===== config.mk =====
export PLATFORM = sky130hd
export DESIGN_NAME = urms_status
export DESIGN_NICKNAME = d
export VERILOG_FILES = /design/src/core/urms_pkg.sv /design/src/core/urms_status.sv /design/src/core/urms_sync.sv
export VERILOG_INCLUDE_DIRS = /design/src /design/src/core
export SDC_FILE = /design/constraint.sdc
export NUM_CORES = 1
export LEC_CHECK = 0
export BUFFER_PORTS_ARGS = -buffer_cell sky130_fd_sc_hd__buf_2
export CORE_ASPECT_RATIO = 0.9
export CORE_MARGIN = 1
export CORE_UTILIZATION = 40
export DETAILED_ROUTE_END_ITERATION = 8
export PLACE_DENSITY = 0.62
export SYNTH_ARGS = -nofsm -noshare
export SYNTH_HDL_FRONTEND = slang
export SYNTH_HIERARCHICAL = 1
export SYNTH_SLANG_ARGS = --single-unit

===== constraint.sdc =====
create_clock -name ref_clk -period 3.65 [get_ports ref_clk]
set_clock_uncertainty 0.05 [all_clocks]
set_input_delay 0.365 -clock ref_clk [delete_from_list [all_inputs] [get_ports ref_clk]]
set_output_delay 0.365 -clock ref_clk [all_outputs]
set_load 0.02 [all_outputs]

===== src/core/urms_defines.svh =====
`ifndef URMS_DEFINES_SVH
`define URMS_DEFINES_SVH

// ==========================================================
// Register offsets, plain port addresses
`define URMS_ADDR_W          4
`define URMS_OFF_LINE_STATUS 4'h5
`define URMS_OFF_MODEM_STAT  4'h6
`define URMS_OFF_MODEM_CTRL  4'h4
`define URMS_OFF_LINE_CTRL   4'h3
`define URMS_OFF_RX_DATA     4'h0
`define URMS_OFF_IRQ_STATUS  4'h8
`define URMS_OFF_IRQ_MASK    4'h9

// ==========================================================
// Field positions
`define URMS_LS_READY        0
`define URMS_LS_OVERRUN      1
`define URMS_LS_PARITY       2
`define URMS_MC_LOOPBACK     4
`define URMS_LC_PAR_EN       3
`define URMS_LC_PAR_EVEN     4
`define URMS_LC_FIFO_EN      0
`define URMS_IRQ_MODEM       0
`define URMS_IRQ_OVERRUN     1
`define URMS_IRQ_PARITY      2
`define URMS_IRQ_READY       3

// ==========================================================
// Reset values and receive FIFO depth
`define URMS_RST_BYTE        8'h00
`define URMS_RST_PINS        4'hf
`define URMS_RX_DEPTH        16

`endif


===== src/core/urms_pkg.sv =====
package urms_pkg;
	// Received character as delivered by the deserialiser
	typedef struct packed {
		logic [7:0] data;
		logic       parityBit;
	} urms_char_s;

	// Modem input levels, active low at the pins
	typedef struct packed {
		logic carrierN;
		logic bellN;
		logic dataSetReadyN;
		logic clearToSendN;
	} urms_modem_s;

	// Receive slot with its own parity error flag
	typedef struct packed {
		logic [7:0] data;
		logic       parityErr;
	} urms_slot_s;
endpackage


===== src/core/urms_status.sv =====
// The register offsets and the address-and-strobe port were chosen for this implementation.
`timescale 1ns/1ns
`include "urms_defines.svh"

module urms_status
	import urms_pkg::*;
#(
	parameter int DEPTH = `URMS_RX_DEPTH
) (
	input  wire logic                     ref_clk,
	input  wire logic                     rstn,
	input  wire logic [`URMS_ADDR_W-1:0]  regAddr,
	input  wire logic [7:0]               regWrData,
	input  wire logic                     regWr,
	input  wire logic                     regRd,
	output logic      [7:0]               regRdData,
	input  wire logic                     rxCharValid,
	input  wire urms_char_s               rxChar,
	input  wire urms_modem_s              modemPinsN,
	output logic                          modemIrq,
	output logic                          irq,
	output logic      [7:0]               extraFeatureCtrl,
	output logic      [7:0]               modemControlReg
);
	localparam int PW = $clog2(DEPTH);

	// ==========================================================
	// Storage and state
	urms_slot_s          rxMem [DEPTH];
	logic [PW-1:0]       wrPtr;
	logic [PW-1:0]       rdPtr;
	logic [PW:0]         count;
	urms_slot_s          holdReg;
	logic                holdFull;
	logic [7:0]          shiftByte;
	logic                overrun;
	logic [7:0]          lineCtrl;
	logic [3:0]          deltaFlags;
	logic [3:0]          pinsPrev;
	logic [3:0]          irqStatus;
	logic [3:0]          irqMask;
	urms_modem_s         pinsSync;

	// ==========================================================
	// Modem input synchroniser
	urms_sync #(
		.W (4)
	) uSync (
		.ref_clk (ref_clk),
		.rstn    (rstn),
		.din     (modemPinsN),
		.dout    (pinsSync)
	);

	// ==========================================================
	// Address decode
	wire rdLine  = regRd && (regAddr == `URMS_OFF_LINE_STATUS);
	wire rdModem = regRd && (regAddr == `URMS_OFF_MODEM_STAT);
	wire rdData  = regRd && (regAddr == `URMS_OFF_RX_DATA);
	wire wrEfc   = regWr && (regAddr == `URMS_OFF_MODEM_STAT);
	wire wrMc    = regWr && (regAddr == `URMS_OFF_MODEM_CTRL);
	wire wrLc    = regWr && (regAddr == `URMS_OFF_LINE_CTRL);
	wire wrIrqSt = regWr && (regAddr == `URMS_OFF_IRQ_STATUS);
	wire wrIrqMk = regWr && (regAddr == `URMS_OFF_IRQ_MASK);

	// ==========================================================
	// Receive parity check and storage decisions
	wire fifoMode  = lineCtrl[`URMS_LC_FIFO_EN];
	wire parEn     = lineCtrl[`URMS_LC_PAR_EN];
	wire parEven   = lineCtrl[`URMS_LC_PAR_EVEN];
	wire expParity = parEven ? ^rxChar.data : ~(^rxChar.data);
	wire charPErr  = parEn && (rxChar.parityBit != expParity);
	wire fifoFull  = (count == (PW+1)'(DEPTH));
	wire fifoEmpty = (count == '0);
	wire pop       = rdData && fifoMode && !fifoEmpty;
	wire storeFull = fifoMode ? (fifoFull && !pop) : (holdFull && !rdData);
	wire charOvr   = rxCharValid && storeFull;
	wire push      = rxCharValid && fifoMode && !storeFull;

	// Head slot feeds the status bits in FIFO mode
	urms_slot_s headSlot;
	assign headSlot = fifoMode ? rxMem[rdPtr] : holdReg;
	wire hasData    = fifoMode ? !fifoEmpty : holdFull;
	wire headPErr   = hasData && headSlot.parityErr;

	wire [7:0] lineStatus = {5'h00, headPErr, overrun, hasData};

	// ==========================================================
	// Modem status composition
	wire loopback = modemControlReg[`URMS_MC_LOOPBACK];
	wire msCarrier = loopback ? modemControlReg[3] : ~pinsSync.carrierN;
	wire msBell    = loopback ? modemControlReg[2] : ~pinsSync.bellN;
	wire msDsr     = loopback ? modemControlReg[0] : ~pinsSync.dataSetReadyN;
	wire msCts     = loopback ? modemControlReg[1] : ~pinsSync.clearToSendN;
	wire [3:0] levels = {msCarrier, msBell, msDsr, msCts};

	// Change detection on the effective levels
	wire [3:0] changed = levels ^ pinsPrev;
	wire [3:0] setDelta = {changed[3],
		changed[2] && !levels[2],
		changed[1], changed[0]};
	wire [3:0] next_delta = setDelta | (rdModem ? 4'h0 : deltaFlags);

	wire [7:0] modemStatus = {levels, deltaFlags};

	// Sticky interrupt events, set beats clear
	wire [3:0] events = {rxCharValid && !storeFull, charPErr && rxCharValid,
		charOvr, |setDelta};
	wire [3:0] next_irqSt = events | (irqStatus & ~(wrIrqSt ? regWrData[3:0] : 4'h0));

	// ==========================================================
	// Read data mux
	logic [7:0] next_rd;
	always_comb begin
		next_rd = `URMS_RST_BYTE;
		unique case (regAddr)
			`URMS_OFF_RX_DATA:     next_rd = headSlot.data;
			`URMS_OFF_LINE_CTRL:   next_rd = lineCtrl;
			`URMS_OFF_MODEM_CTRL:  next_rd = modemControlReg;
			`URMS_OFF_LINE_STATUS: next_rd = lineStatus;
			`URMS_OFF_MODEM_STAT:  next_rd = modemStatus;
			`URMS_OFF_IRQ_STATUS:  next_rd = {4'h0, irqStatus};
			`URMS_OFF_IRQ_MASK:    next_rd = {4'h0, irqMask};
			default:               next_rd = `URMS_RST_BYTE;
		endcase
	end

	// ==========================================================
	// Register port and control registers
	always_ff @(posedge ref_clk or negedge rstn) begin
		if (!rstn) begin
			regRdData        <= `URMS_RST_BYTE;
			lineCtrl         <= `URMS_RST_BYTE;
			modemControlReg  <= `URMS_RST_BYTE;
			extraFeatureCtrl <= `URMS_RST_BYTE;
			irqMask          <= 4'h0;
		end else begin
			regRdData <= regRd ? next_rd : `URMS_RST_BYTE;
			if (wrLc) begin
				lineCtrl <= regWrData;
			end
			if (wrMc) begin
				modemControlReg <= regWrData;
			end
			if (wrEfc) begin
				extraFeatureCtrl <= regWrData;
			end
			if (wrIrqMk) begin
				irqMask <= regWrData[3:0];
			end
		end
	end

	// ==========================================================
	// Receive FIFO pointers and count
	always_ff @(posedge ref_clk or negedge rstn) begin
		if (!rstn) begin
			wrPtr <= '0;
			rdPtr <= '0;
			count <= '0;
		end else begin
			if (push) begin
				wrPtr <= wrPtr + 1'b1;
			end
			if (pop) begin
				rdPtr <= rdPtr + 1'b1;
			end
			count <= count + (PW+1)'(push) - (PW+1)'(pop);
		end
	end

	// Receive FIFO memory, no reset needed
	always_ff @(posedge ref_clk) begin
		if (push) begin
			rxMem[wrPtr] <= '{data: rxChar.data, parityErr: charPErr};
		end
	end

	// ==========================================================
	// Holding register, shift byte and overrun flag
	always_ff @(posedge ref_clk or negedge rstn) begin
		if (!rstn) begin
			holdReg   <= '0;
			holdFull  <= 1'b0;
			shiftByte <= `URMS_RST_BYTE;
			overrun   <= 1'b0;
		end else begin
			if (rxCharValid) begin
				shiftByte <= rxChar.data;
			end
			if (rxCharValid && !fifoMode && !storeFull) begin
				holdReg  <= '{data: rxChar.data, parityErr: charPErr};
				holdFull <= 1'b1;
			end else if (rdData && !fifoMode) begin
				holdFull <= 1'b0;
			end
			overrun <= charOvr | (overrun & ~rdLine);
		end
	end

	// ==========================================================
	// Modem change flags and interrupts
	always_ff @(posedge ref_clk or negedge rstn) begin
		if (!rstn) begin
			pinsPrev   <= 4'h0;
			deltaFlags <= 4'h0;
			irqStatus  <= 4'h0;
			modemIrq   <= 1'b0;
			irq        <= 1'b0;
		end else begin
			pinsPrev   <= levels;
			deltaFlags <= next_delta;
			irqStatus  <= next_irqSt;
			modemIrq   <= |next_delta;
			irq        <= |(next_irqSt & irqMask);
		end
	end
endmodule


===== src/core/urms_sync.sv =====
`timescale 1ns/1ns
`include "urms_defines.svh"

// Three-stage synchroniser; output moves when stages two and three agree
module urms_sync #(
	parameter int W = 4
) (
	input  wire logic         ref_clk,
	input  wire logic         rstn,
	input  wire logic [W-1:0] din,
	output logic      [W-1:0] dout
);
	logic [W-1:0] s1;
	logic [W-1:0] s2;
	logic [W-1:0] s3;
	wire  [W-1:0] agree;

	// ==========================================================
	// Per bit stages
	genvar i;
	generate
		for (i = 0; i < W; i++) begin : gBit
			assign agree[i] = ~(s2[i] ^ s3[i]);
			always_ff @(posedge ref_clk or negedge rstn) begin
				if (!rstn) begin
					s1[i]   <= 1'b1;
					s2[i]   <= 1'b1;
					s3[i]   <= 1'b1;
					dout[i] <= 1'b1;
				end else begin
					s1[i] <= din[i];
					s2[i] <= s1[i];
					s3[i] <= s2[i];
					if (agree[i]) begin
						dout[i] <= s3[i];
					end
				end
			end
		end
	endgenerate
endmodule


==> impl_metrics.ini <==
[status]
status = finished, violations left
violations = hold timing

[final_layout]
nFillCells = 2001
antenna_cells = 0
fin_util_pct = 47.9
fin_nets = 687
fin_cells = 966
area_growth_pct = 17.0
drive_above_1_share_pct = 34.3

[clocking]
cts-root-buf = clkbuf_16
cts_max_level = 1
post_cts_buffers = 0
cts_resized = 0
cts_buffers = 25
clk_pin_slew_ns = 0.06
hold_buffers = 4
clk_latency_ns = 0.54
cts_tree = built
clkSinkCount = 234
clock_path_buffers = 3

[detailed_routing]
wl_per_cell_um = 21.5
via_per_inst = 5.47
drtAntennaViolNets = 0
vias = 5280
drtPass1Iterations = 5
routed_wl_um = 20800
drtIter0Drc = 417
drc_errors = 0

[critical_path]
critPathBufInv = 4
cp_slowest_cell = nor4b_1
crit_fanout = 2
r2r_cells = 14
startpoint = count[2]
endpoint = count[4]
slowest_delay_ns = 0.50
cp_cell_sequence = inv_1 > ha_1 > nor4b_1 > nor3b_2 > ha_1 > inv_1 > ha_1 > inv_1 > fa_1 > inv_1 > a21oi_1 > nor2_1 > nor2_1 > xnor2_1
critPathCaptureType = register
r2r-end = count[4]
reg2reg_from = count[2]
crit_family = adder cells
cp.required_ns = 4.01
cp.arrival_ns = 3.21
path_depth = 14
start_kind = register
r2r_setup_slack_ns = 0.80
criticalPathCategory = register to register
cpMostUsedCell = inv_1

[synthesis]
synth.cell_area_mm2 = 0.00962
ys_seq_elements = 234
synth.area.mux_share_pct = 16.0
synthSimpleGateAreaFrac_pct = 4.68
syn_inst = 554
synth_compound_area_share_pct = 4.62
synthAdderAreaFrac_pct = 2.11
synth_nets = 596
ys_warn_count = 6
synthArstFlopShare_pct = 38.5
synth_edf_count = 144
ys_types = 60
ys.flop_type = edfxtp_1
yosysSeqAreaShare_pct = 68.6
synth_top_family_by_area = multiplexers
synth_area_per_cell_um2 = 17.4
synth_xor_area_share_pct = 1.96

[global_route]
grt_antenna_before_repair = 0
grt-ovfl-total = 0
grt.total_usage_pct = 17.5
grt_pass1_vias = 5345
grt_pass1_wl_um = 31700
grt_max_degree = 91

[place]
place_inst = 916
gp_congestion = 0.863
numPortBuffers = 55
place_hpwl_um = 13900

[sta]
tns_ns = 0
holdWs_ns = -0.0287
min_period_ns = 2.85
rsz0062_at_grt = no
slew_violations = 0
worst_pin_slew_ns = 1.15
period_share_pct = 78.0
finalHoldViolCount = 6
relSlewSlack_pct = 23.3
clock.fmax_mhz = 351
setup-violations-final = 0

[flow_run]
timing.max_cap.violations = 0

[floorplan]
initial_core_util_pct = 41.0
dieArea_mm2 = 0.0247
die_w_um = 165
ioPinCount = 56
rows = 53
design.core.area_mm2 = 0.0235
die_y_um = 149

[pwr]
p_leak_nw = 4.17
powerDensity_mw_per_mm2 = 652
vdd_ir_drop_max_v = 0.000429

[worst_hold_path]
holdCritPathClass = primary input to asynchronous set/reset pin
[power breakdown]
group | internal (W) | switching (W)
clock | 0.00156 | 0.00102
sequential | 0.00309 | 0.000260
combinational | 0.000702 | 0.000699
total | 0.00536 | 0.00198
[Yosys cell counts, drive strengths merged (6+ instances only)]
| cell type | count | area, um^2 |
|---|---|---|
| ha | 11 | 138 |
| edfxtp | 144 | 4320 |
| xnor2 | 14 | 123 |
| inv | 20 | 75.1 |
| nand2 | 24 | 90.1 |
| mux2i | 11 | 110 |
| nor3 | 6 | 30.0 |
| dfstp | 16 | 420 |
| a21oi | 11 | 58.8 |
| o21ai | 8 | 40.0 |
| nand2b | 6 | 37.5 |
| o22ai | 7 | 43.8 |
| nor2 | 20 | 75.1 |
| clkbuf | 8 | 30.0 |
| mux4 | 43 | 968 |
| dfrtp | 74 | 1850 |
| mux2 | 41 | 462 |
| buf | 15 | 87.6 |
[cell families (layout without fill, tap and decap cells)]
family / after synthesis / count (layout)
simple gates: 84 / 84
xor+xnor: 20 / 20
compound gates: 62 / 62
buf+inv: 43 / 153
flops: 234 / 234
mux: 95 / 95
fa+ha+maj: 16 / 16
[registers in the layout, indices dropped and copies added (netlist names), 4 cells and up]
signal and count:
uSync/s1 4, rdPtr 4, irqMask 4, uSync/s3 4, modemControlReg 8, uSync/dout 4, uSync/s2 4, regRdData 8
extraFeatureCtrl 8, holdReg 9, irqStatus 4, deltaFlags 4, wrPtr 4, rxMem 144, lineCtrl 8, count 5
pinsPrev 4
[cell usage in the layout, fill, tap and decap left out, types with 7 or more instances in the layout]
cell,n
mux2i_1,11
ha_1,11
inv_1,20
buf_2,54
mux4_2,43
nor2_1,20
dfrtp_1,73
nand2_1,24
clkbuf_16,25
edfxtp_1,144
dfstp_2,16
o21ai_0,7
buf_4,29
o22ai_1,7
xnor2_1,14
a21oi_1,10
mux2_2,41
[metrics by stage]
stage | total power, W | setup slack [ns] | area (um^2)
2_1_floorplan | 0.00435 | 0.879 | 9620
3_3_place_gp | 0.00476 | 0.546 | 10400
3_5_place_dp | 0.00482 | 0.530 | 10400
4_1_cts | 0.00742 | 0.752 | 11300
5_1_grt | 0.00764 | 0.608 | 11300
6_report | 0.00733 | 0.803 | 11300
[metal layers]
layer	wire [um]	global-route usage (%)
met5	0	0
met4	638	6.14
met3	1190	2.75
met2	9640	26.5
met1	9310	25.6
[cell type report]
class,count,area (um^2),area share (%)
clock inverters,12,150,1.33
clock buffers,34,699,6.21
well taps,302,378,3.36
flip-flops and latches,234,6600,58.6
inverters,20,75.1,0.667
repair buffers,87,528,4.69
multi-input cells,277,2830,25.1
[worst min-delay path by stage]
stage | endpoint | from | slack, ns | cells past startpoint
global route | modemControlReg[5] | regWrData[5] | 0.03 | 2
finish | irq | rstn | -0.03 | 1
floorplan | count[0] | rstn | 0.02 | 0
CTS | modemControlReg[5] | regWrData[5] | 0.02 | 2
detailed placement | uSync/s2[3] | uSync/s1[3] | 0.30 | 0
global placement | uSync/s2[3] | uSync/s1[3] | 0.30 | 0
Note: power is estimated with default switching activity, not from simulation.
